<file path="src/hdl/clk_glitch_switch.sv">
// Shared constants and the glitch-free clock source and divider switch.
package osc_pkg;

    // System clock rate and the settling time after a fast oscillator restart.
    localparam int unsigned SYS_CLK_KHZ     = 20000;
    localparam int unsigned FAST_SETTLE_US  = 10;
    localparam int unsigned FAST_SETTLE_CYC = (FAST_SETTLE_US * SYS_CLK_KHZ + 999) / 1000;

    // Oscillator mode register field positions and reset value.
    localparam int unsigned CMC_EXT_CLK_BIT  = 7;
    localparam int unsigned CMC_MAIN_PIN_BIT = 6;
    localparam int unsigned CMC_SUB_PIN_BIT  = 4;
    localparam int unsigned CMC_GAIN_BIT     = 0;
    localparam logic [7:0]  CMC_RW_MASK      = 8'hd1;
    localparam logic [7:0]  CMC_RESET        = 8'h00;

    // Clock select register field positions and reset values.
    localparam int unsigned CKC_SUB_ACT_BIT  = 7;
    localparam int unsigned CKC_SUB_SEL_BIT  = 6;
    localparam int unsigned CKC_MAIN_ACT_BIT = 5;
    localparam int unsigned CKC_MAIN_SEL_BIT = 4;
    localparam int unsigned CKC_DIV_LSB      = 0;
    localparam int unsigned DIV_W            = 3;
    localparam logic [DIV_W-1:0] DIV_RESET   = 3'h0;
    localparam logic [DIV_W-1:0] DIV_MAX     = 3'h5;
    localparam logic [DIV_W-1:0] SUB_DIV_LOG = 3'h1;

    // Run control register field positions and reset value.
    localparam int unsigned CSC_SUB_STOP_BIT  = 6;
    localparam int unsigned CSC_FAST_STOP_BIT = 0;
    localparam logic [7:0]  CSC_RESET         = 8'h40;

    // Option byte field positions.
    localparam int unsigned OPT_WDOG_EN_BIT   = 4;
    localparam int unsigned OPT_WDOG_STBY_BIT = 0;

    // Edge counter width of the switch.
    localparam int unsigned CNT_W = 5;

    // Clock sources of the CPU clock, one-hot.
    typedef enum logic [2:0] {
        SRC_FAST = 3'b001,
        SRC_MAIN = 3'b010,
        SRC_SUB  = 3'b100
    } clk_src_t;

    // Power states, one-hot.
    typedef enum logic [2:0] {
        PWR_RUN  = 3'b001,
        PWR_HALT = 3'b010,
        PWR_STOP = 3'b100
    } pwr_state_t;

    // Source edges per output half period, less one, for a divide by 2 to the div.
    function automatic logic [CNT_W-1:0] half_count(input logic [DIV_W-1:0] div);
        half_count = CNT_W'((32'h1 << div) - 32'h1);
    endfunction

endpackage : osc_pkg

`timescale 1ns/1ns

module clk_glitch_switch
    import osc_pkg::*;
(
    input  wire logic             sys_clk,
    input  wire logic             rst_b,
    input  wire logic [2:0]       src_lvl,
    input  wire logic [2:0]       src_run,
    input  clk_src_t              req_src,
    input  wire logic [DIV_W-1:0] req_div,
    output logic                  clk_out,
    output clk_src_t              cur_src,
    output logic [DIV_W-1:0]      cur_div
);

    logic [2:0]       src_dly_q;
    logic [CNT_W-1:0] cnt_q;
    logic             sel_edge;
    logic             cur_dead;
    logic             change;

    ////////////////////////////////////////////////////////////////////////////////
    // Edge detection on the already synchronised source levels.
    always_ff @(posedge sys_clk) begin
        if (!rst_b) begin
            src_dly_q <= 3'h0;
        end else begin
            src_dly_q <= src_lvl;
        end
    end

    assign sel_edge = |((src_lvl ^ src_dly_q) & cur_src);
    assign cur_dead = ~|(src_run & cur_src);
    assign change   = (req_src != cur_src) || (req_div != cur_div);

    ////////////////////////////////////////////////////////////////////////////////
    // A change is taken only where the output would rise, so the low phase is
    // stretched and never cut; a dead source is left at once while low.
    always_ff @(posedge sys_clk) begin
        if (!rst_b) begin
            cnt_q   <= '0;
            clk_out <= 1'b0;
            cur_src <= SRC_FAST;
            cur_div <= DIV_RESET;
        end else if (!clk_out && change && cur_dead) begin
            cnt_q   <= '0;
            cur_src <= req_src;
            cur_div <= req_div;
        end else if (sel_edge) begin
            if (cnt_q == half_count(cur_div)) begin
                cnt_q <= '0;
                if (clk_out) begin
                    clk_out <= 1'b0;
                end else if (change) begin
                    cur_src <= req_src;
                    cur_div <= req_div;
                end else begin
                    clk_out <= 1'b1;
                end
            end else begin
                cnt_q <= cnt_q + 1'b1;
            end
        end
    end

endmodule // clk_glitch_switch

</file>
<file path="src/hdl/osc_source_control.sv">
// Oscillator start and stop control with CPU clock source and divider selection.
// What this block does
// - Fast oscillator stop bit: zero restarts the fast oscillator, one stops it.
// - After reset the fast oscillator runs and drives the CPU clock.
// - Main select zero: divider field picks fast oscillator over 2 to the field, 0..5.
// - Stop instruction enters stop mode and halts the fast oscillator.
// - Two status bits show CPU clock: subsystem, else main or fast.
// - Subsystem pins are input port pins after reset until configured.
// - Subsystem pin select bit in the mode register enables crystal oscillation.
// - The oscillator mode register accepts one write only after reset.
// - Clearing the subsystem stop bit starts the subsystem oscillator.
// - Subsystem select bit makes half the subsystem frequency the CPU clock.
// - Subsystem clock also feeds peripherals; converter and two-wire not guaranteed then.
// - Setting the subsystem stop bit stops the subsystem oscillator.
// - Stop mode leaves the subsystem oscillator running.
// - The slow oscillator is never a CPU clock, only the watchdog clock.
// - The slow oscillator starts after reset and drives an enabled watchdog.
// - The slow oscillator keeps running while the watchdog runs; software cannot stop it.
// - Watchdog enable option bit zero stops the slow oscillator for good.
// - Standby-run option zero stops slow oscillator in halt or stop, until release.
// - Main select one: divider picks main clock; largest division refused below 4 MHz.
`timescale 1ns/1ns

module osc_source_control
    import osc_pkg::*;
(
    input  wire logic       sys_clk,
    input  wire logic       rst_b,
    input  wire logic       fast_osc_clk,
    input  wire logic       main_sys_clk,
    input  wire logic       sub_osc_clk,
    input  wire logic       main_clk_running,
    input  wire logic       main_clk_below_4mhz,
    input  wire logic [1:0] sub_port_pins,
    input  wire logic       cmc_wr,
    input  wire logic       ckc_wr,
    input  wire logic       csc_wr,
    input  wire logic [7:0] sfr_wdata,
    input  wire logic       stop_exec,
    input  wire logic       halt_enter,
    input  wire logic       standby_release,
    input  wire logic [7:0] wdog_option_byte,
    output logic [7:0]      oscillator_mode_config,
    output logic [7:0]      clock_select_reg,
    output logic [7:0]      osc_run_control,
    output logic            fast_osc_run,
    output logic            sub_osc_run,
    output logic            slow_osc_run,
    output logic            fast_osc_settled,
    output logic            cpu_clk,
    output logic            periph_clk,
    output logic            periph_accuracy_warn,
    output logic            sub_pins_crystal,
    output logic [1:0]      sub_port_data,
    output logic            main_pins_osc,
    output logic            external_clock_select,
    output logic            gain_select,
    output logic            stop_mode,
    output logic            halt_mode
);

    localparam int unsigned SETTLE_W = $clog2(FAST_SETTLE_CYC + 1);

    logic [7:0]          cmc_q;
    logic                cmc_written_q;
    logic                main_source_select_q;
    logic                subsystem_select_q;
    logic [DIV_W-1:0]    divider_q;
    logic                fast_osc_stop_q;
    logic                sub_osc_stop_q;
    logic                wdog_enable_opt_q;
    logic                wdog_standby_run_q;
    logic                opt_loaded_q;
    pwr_state_t          pwr_q;
    logic [2:0]          src_meta_q;
    logic [2:0]          src_sync_q;
    logic [1:0]          port_meta_q;
    logic [1:0]          port_sync_q;
    logic                fast_run_dly_q;
    logic [SETTLE_W-1:0] settle_q;
    logic                fast_run;
    logic                sub_run;
    logic                slow_run;
    logic                div_ok;
    logic                new_main_sel;
    logic                new_sub_sel;
    logic [DIV_W-1:0]    new_div;
    clk_src_t            req_src;
    logic [DIV_W-1:0]    req_div;
    clk_src_t            cur_src;
    logic [DIV_W-1:0]    cur_div;
    logic                sw_clk;
    logic                subsystem_active;
    logic                main_active;

    ////////////////////////////////////////////////////////////////////////////////
    // Two-stage synchronisers for the oscillator levels and the port pins.
    always_ff @(posedge sys_clk) begin
        if (!rst_b) begin
            src_meta_q <= 3'h0;
            src_sync_q <= 3'h0;
        end else begin
            src_meta_q <= {sub_osc_clk, main_sys_clk, fast_osc_clk};
            src_sync_q <= src_meta_q;
        end
    end

    // The port pins are sampled the same way before the port data reads them.
    always_ff @(posedge sys_clk) begin
        if (!rst_b) begin
            port_meta_q <= 2'h0;
            port_sync_q <= 2'h0;
        end else begin
            port_meta_q <= sub_port_pins;
            port_sync_q <= port_meta_q;
        end
    end

    ////////////////////////////////////////////////////////////////////////////////
    // Oscillator mode register: the first write after reset is kept, all
    // later ones are dropped, so every field must go in that one write.
    always_ff @(posedge sys_clk) begin
        if (!rst_b) begin
            cmc_q         <= CMC_RESET;
            cmc_written_q <= 1'b0;
        end else if (cmc_wr && !cmc_written_q) begin
            cmc_q         <= sfr_wdata & CMC_RW_MASK;
            cmc_written_q <= 1'b1;
        end
    end

    // Pin functions follow the mode register; pins stay port inputs until set.
    assign sub_pins_crystal      = cmc_q[CMC_SUB_PIN_BIT];
    assign main_pins_osc         = cmc_q[CMC_MAIN_PIN_BIT];
    assign external_clock_select = cmc_q[CMC_EXT_CLK_BIT];
    assign gain_select           = cmc_q[CMC_GAIN_BIT];

    // Port data reads the pins only while they are in port mode.
    always_ff @(posedge sys_clk) begin
        if (!rst_b) begin
            sub_port_data <= 2'h0;
        end else if (sub_pins_crystal) begin
            sub_port_data <= 2'h0;
        end else begin
            sub_port_data <= port_sync_q;
        end
    end

    ////////////////////////////////////////////////////////////////////////////////
    // Clock select register. A divider code above five is refused, as is the
    // largest division of a main clock slower than 4 MHz; the old one stays.
    assign new_main_sel = sfr_wdata[CKC_MAIN_SEL_BIT];
    assign new_sub_sel  = sfr_wdata[CKC_SUB_SEL_BIT];
    assign new_div      = sfr_wdata[CKC_DIV_LSB +: DIV_W];
    assign div_ok       = (new_div <= DIV_MAX) &&
                          !(new_main_sel && main_clk_below_4mhz && (new_div == DIV_MAX));

    always_ff @(posedge sys_clk) begin
        if (!rst_b) begin
            main_source_select_q <= 1'b0;
            subsystem_select_q   <= 1'b0;
            divider_q            <= DIV_RESET;
        end else if (ckc_wr) begin
            main_source_select_q <= new_main_sel;
            subsystem_select_q   <= new_sub_sel;
            if (div_ok) begin
                divider_q <= new_div;
            end
        end
    end

    ////////////////////////////////////////////////////////////////////////////////
    // Run control register: stop bits of the fast and subsystem oscillators.
    always_ff @(posedge sys_clk) begin
        if (!rst_b) begin
            fast_osc_stop_q <= CSC_RESET[CSC_FAST_STOP_BIT];
            sub_osc_stop_q  <= CSC_RESET[CSC_SUB_STOP_BIT];
        end else if (csc_wr) begin
            fast_osc_stop_q <= sfr_wdata[CSC_FAST_STOP_BIT];
            sub_osc_stop_q  <= sfr_wdata[CSC_SUB_STOP_BIT];
        end
    end

    ////////////////////////////////////////////////////////////////////////////////
    // Option byte is caught once, in the first cycle after reset release.
    always_ff @(posedge sys_clk) begin
        if (!rst_b) begin
            opt_loaded_q       <= 1'b0;
            wdog_enable_opt_q  <= 1'b0;
            wdog_standby_run_q <= 1'b0;
        end else if (!opt_loaded_q) begin
            opt_loaded_q       <= 1'b1;
            wdog_enable_opt_q  <= wdog_option_byte[OPT_WDOG_EN_BIT];
            wdog_standby_run_q <= wdog_option_byte[OPT_WDOG_STBY_BIT];
        end
    end

    ////////////////////////////////////////////////////////////////////////////////
    // Power state: the stop and halt instructions leave run, a release returns.
    always_ff @(posedge sys_clk) begin
        if (!rst_b) begin
            pwr_q <= PWR_RUN;
        end else begin
            case (pwr_q)
                PWR_RUN: begin
                    if (stop_exec) begin
                        pwr_q <= PWR_STOP;
                    end else if (halt_enter) begin
                        pwr_q <= PWR_HALT;
                    end
                end
                PWR_HALT, PWR_STOP: begin
                    if (standby_release) begin
                        pwr_q <= PWR_RUN;
                    end
                end
                default: begin
                    pwr_q <= PWR_RUN;
                end
            endcase
        end
    end

    assign stop_mode = (pwr_q == PWR_STOP);
    assign halt_mode = (pwr_q == PWR_HALT);

    ////////////////////////////////////////////////////////////////////////////////
    // Oscillator enables. Stop mode halts the fast one but not the subsystem one, which
    // answers to its stop bit alone and needs the pins in crystal mode.
    assign fast_run = !fast_osc_stop_q && !stop_mode;
    assign sub_run  = !sub_osc_stop_q && sub_pins_crystal;

    // The slow oscillator has no software stop: only the option byte and a
    // standby with standby-run cleared can hold it; it waits for the option.
    assign slow_run = opt_loaded_q && wdog_enable_opt_q &&
                      !((halt_mode || stop_mode) && !wdog_standby_run_q);

    always_ff @(posedge sys_clk) begin
        if (!rst_b) begin
            fast_osc_run <= 1'b1;
            sub_osc_run  <= 1'b0;
            slow_osc_run <= 1'b0;
        end else begin
            fast_osc_run <= fast_run;
            sub_osc_run  <= sub_run;
            slow_osc_run <= slow_run;
        end
    end

    ////////////////////////////////////////////////////////////////////////////////
    // Settling timer after a fast oscillator restart, a help to software that
    // must not switch back to it before the time has passed.
    always_ff @(posedge sys_clk) begin
        if (!rst_b) begin
            fast_run_dly_q <= 1'b1;
            settle_q       <= '0;
        end else begin
            fast_run_dly_q <= fast_osc_run;
            if (!fast_osc_run) begin
                settle_q <= SETTLE_W'(FAST_SETTLE_CYC);
            end else if (settle_q != '0) begin
                settle_q <= settle_q - 1'b1;
            end
        end
    end

    // Settled once the count has run out with the oscillator still running.
    always_ff @(posedge sys_clk) begin
        if (!rst_b) begin
            fast_osc_settled <= 1'b1;
        end else begin
            fast_osc_settled <= fast_osc_run && fast_run_dly_q && (settle_q == '0);
        end
    end

    ////////////////////////////////////////////////////////////////////////////////
    // Requested source: subsystem over main over fast. The slow oscillator is
    // not wired to the switch at all.
    always_comb begin
        if (subsystem_select_q) begin
            req_src = SRC_SUB;
            req_div = SUB_DIV_LOG;
        end else if (main_source_select_q) begin
            req_src = SRC_MAIN;
            req_div = divider_q;
        end else begin
            req_src = SRC_FAST;
            req_div = divider_q;
        end
    end

    // Glitch-free switch that builds the CPU clock from the synchronised source.
    clk_glitch_switch u_switch (
        .sys_clk (sys_clk),
        .rst_b   (rst_b),
        .src_lvl (src_sync_q),
        .src_run ({sub_osc_run, main_clk_running, fast_osc_run}),
        .req_src (req_src),
        .req_div (req_div),
        .clk_out (sw_clk),
        .cur_src (cur_src),
        .cur_div (cur_div)
    );

    ////////////////////////////////////////////////////////////////////////////////
    // Status bits show the source actually in use, not the one requested.
    assign subsystem_active = (cur_src == SRC_SUB);
    assign main_active      = (cur_src == SRC_MAIN);

    // Peripherals share the CPU clock; on the subsystem clock the converter
    // and two-wire interface are flagged as not guaranteed.
    assign cpu_clk              = sw_clk;
    assign periph_clk           = sw_clk;
    assign periph_accuracy_warn = subsystem_active;

    ////////////////////////////////////////////////////////////////////////////////
    // Read-back registers, refreshed every cycle.
    always_ff @(posedge sys_clk) begin
        if (!rst_b) begin
            oscillator_mode_config <= CMC_RESET;
            clock_select_reg       <= 8'h00;
            osc_run_control        <= CSC_RESET;
        end else begin
            oscillator_mode_config <= cmc_q;
            clock_select_reg       <= 8'h00;
            clock_select_reg[CKC_SUB_ACT_BIT]          <= subsystem_active;
            clock_select_reg[CKC_SUB_SEL_BIT]          <= subsystem_select_q;
            clock_select_reg[CKC_MAIN_ACT_BIT]         <= main_active;
            clock_select_reg[CKC_MAIN_SEL_BIT]         <= main_source_select_q;
            clock_select_reg[CKC_DIV_LSB +: DIV_W]     <= divider_q;
            osc_run_control                            <= 8'h00;
            osc_run_control[CSC_SUB_STOP_BIT]          <= sub_osc_stop_q;
            osc_run_control[CSC_FAST_STOP_BIT]         <= fast_osc_stop_q;
        end
    end

endmodule // osc_source_control

</file>
<file path="config.mk">
export PLATFORM = sky130hd
export DESIGN_NAME = osc_source_control
export DESIGN_NICKNAME = d
export VERILOG_FILES = /design/src/hdl/clk_glitch_switch.sv /design/src/hdl/osc_source_control.sv
export SDC_FILE = /design/constraint.sdc
export NUM_CORES = 1
export LEC_CHECK = 0
export ABC_AREA = 1
export BUFFER_PORTS_ARGS = -buffer_cell sky130_fd_sc_hd__buf_2
export CORE_ASPECT_RATIO = 1.25
export CORE_MARGIN = 2
export CORE_UTILIZATION = 53
export DETAILED_ROUTE_END_ITERATION = 6
export GPL_TIMING_DRIVEN = 0
export PLACE_DENSITY = 0.88
export SYNTH_ARGS = -nofsm -noshare
export SYNTH_HDL_FRONTEND = slang
export SYNTH_SLANG_ARGS = --single-unit
</file>
<file path="constraint.sdc">
create_clock -name sys_clk -period 2.1 [get_ports sys_clk]
set_input_delay 0.315 -clock sys_clk [delete_from_list [all_inputs] [get_ports sys_clk]]
set_output_delay 0.315 -clock sys_clk [all_outputs]
set_load 0.1 [all_outputs]
</file>
==> impl_metrics.yaml <==
global_routing:
  grt_first_pass_wirelength_um: 10300
  antenna_found_initial: 0
  grt_pass1_vias: 2385
  grt_max_degree: 13
  grt_overflow: 0
  grt_usage: 0.2188
sta:
  clock_skew_ns: 0.005457
  fmax_mhz: 511.9
  drv_slew: 0
  min_period_ns: 1.953
  finalCritPeriodShare: 0.9302
  fin_setup_tns_ns: 0
  slew_headroom: 0.6011
  tightest_slew_ns: 0.5983
  setup_viol: 0
  hold_viol_final: 0
logic_synthesis:
  ys_ff_latch: 71
  syn_area_sq_mm: 0.002932
  yosysSeqAreaShare: 0.4848
  avgSynthCellArea_sq_um: 7.403
  synthTopCellsByArea: "dfxtp_1, nand2_1, inv_1"
  netlist_instances: 396
  synth_warnings: 0
  async_flop_share: 0
  synth-edff-count: 0
  yosysTopAreaCell: "dfxtp_1"
  synth_flop_cell: "dfxtp_1"
  ys_types: 32
  synth_top_cell_area_share: 0.4848
floorplan:
  initial_core_util: 0.5462
  ioPinCount: 70
  fp.dieW_um: 70.52
  rows: 30
  core_area_sq_mm: 0.005368
  die_h_um: 87.15
  die_area_sq_mm: 0.006146
cts:
  clock-root-buffer: "clkbuf_8"
  numCtsBuffers: 9
  htree_levels: 3
  clkTransAtPathRegs_ns: 0.08
  cts_buffer_depth: 2
  cts_sinks: 71
  hold_buffers: 0
  clock_latency_ns: 0.35
  cts_tree: "done"
finish:
  postLayoutCoreUtil: 0.6604
  multiInputGateArea_sq_mm: 0.001186
  ff_latch_area_sq_mm: 0.001423
  syn_to_final_growth_pct: 20.91
  layout-drive-gt1-share: 0.2055
  largest_register_ff_count: 8
  diodes: 0
  finalNetCount: 506
  fillerInstances: 459
min_path:
  hp-class: "primary input to flop"
run_status:
  status: "complete, no violations"
setup_path:
  crit_path_start_kind: "flop"
  cp_max_fo: 7
  critPathRequiredTime_ns: 2.38
  end_kind: "flop"
  path_class: "flop to flop"
  arrival_ns: 2.24
detailed_routing:
  viasPerCell: 4.926
  drt-initial-drc-count: 114
  firstDrtPassIters: 4
  ant_nets: 0
  wl_per_cell_um: 12.02
  drt-total-wl_um: 6504
  num_vias: 2665
  drc: 0
placement:
  hpwlAfterDp_um: 4692
  place_congestion: 0.8775
  port-buffer-count: 50
job:
  cap_violations: 0
power:
  ir_drop_mv: 0.6615
  p_per_area_mw_per_mm2: 1305
  p_leak_nw: 1.937
## Yosys cell counts, types with 3 or more instances
master,n
ha_1,3
buf_4,13
dfxtp_1,71
nand3_1,28
xor2_1,7
nand2_1,94
clkbuf_1,5
o21ai_0,19
inv_1,61
inv_2,4
nand4_1,4
nor3_1,3
nor2_1,46
a21oi_1,15
## power breakdown
part | internal, W | total, W | switching, W
clock network | 0.000581 | 0.00109 | 0.000511
logic | 0.000566 | 0.00185 | 0.00128
registers | 0.00153 | 0.00169 | 0.000154
total | 0.00268 | 0.00463 | 0.00195
## metal layers
layer  routed length (um)  up-vias  track usage
met3                  265       28      0.06134
met1                 2591     1201       0.2297
met2                 3385       74       0.3919
met4                  262        0       0.1224
li1                     -     1362            -
met5                    0        -            0
## placed cells by master (no fill, tap or decap), types with 2 or more instances in the layout
cell,netlist,layout
clkbuf_8,0,10
buf_2,1,51
ha_1,3,3
buf_4,13,18
nor4_1,2,2
a211oi_1,2,2
o21ai_0,19,19
and3_1,2,2
nor2_1,46,45
a21oi_1,15,15
dfxtp_1,71,70
inv_1,61,61
clkinv_2,0,2
nand4_1,4,4
conb_1,1,11
nand2_1,94,94
clkinv_4,0,2
inv_2,4,4
a31oi_1,2,2
nor2_2,1,2
clkbuf_1,5,6
nor3_1,3,2
nand2_4,2,2
xor2_1,7,7
nand3_1,28,28
## critical path, cell delays in order, from the launching register on
cell and delay [ns]:
dfxtp_1 0.38, inv_2 0.13, nand2_1 0.10, ha_1 0.32, inv_1 0.04, nand2_1 0.06, nand2_1 0.05, nor2_1 0.07
nand2_1 0.10, nor2_4 0.15, nand3_4 0.10, nand2_4 0.12, nand3_1 0.11, o21ai_1 0.15
## repair_timing
item	in CTS	in global routing
buffers inserted	0	5
resized for setup	0	2
setup endpoints to repair	0	6
## final cells by class
class | count | share of cell area
Timing Repair Buffer | 55 | 0.08119
Sequential cell | 71 | 0.4013
Buffer | 19 | 0.03424
Clock inverter | 5 | 0.01624
Tap cell | 64 | 0.02259
Clock buffer | 11 | 0.03989
Multi-Input combinational cell | 250 | 0.3346
Inverter | 66 | 0.06989
## cell families (layout without fill, tap and decap cells)
logic type                 after synthesis  after routing  share of synthesized area
buffers and inverters                   85            156                     0.1259
AOI/OAI and AO/OA                       42             42                    0.07682
xor gates and xnor gates                 8              8                    0.02390
and+or+nand+nor                        186            186                     0.2744
DFF                                     71             71                     0.4848
adders and majority gates                3              3                    0.01281
other                                    1             11                   0.001279
## per-stage QoR
step                      cell area (sq um)  setup slack, ns  hold WS (ns)  cells  power, W
after floorplan                        2974          0.05565        0.3427    406  0.003122
after global placement                 3304           0.1980        0.3987    520  0.003362
after detailed placement               3304           0.1425        0.3994    520  0.003458
after CTS                              3503           0.1163       0.07417    536  0.004545
after global routing                   3545         -0.02393       0.06928    541  0.004903
final                                  3545           0.1466       0.07487    541  0.004627
## final timing paths
check	start	end	slack (ns)	depth (start not counted)
max	u_switch.cur_div[2]	u_switch.cur_src[1]	0.15	13
min reg2reg	src_meta_q[1]	src_sync_q[1]	0.41	2
min	rst_b	opt_loaded_q	0.07	1
max reg2reg	u_switch.cur_div[2]	u_switch.cur_src[1]	0.15	13
Power figures use the tool's default switching activity.
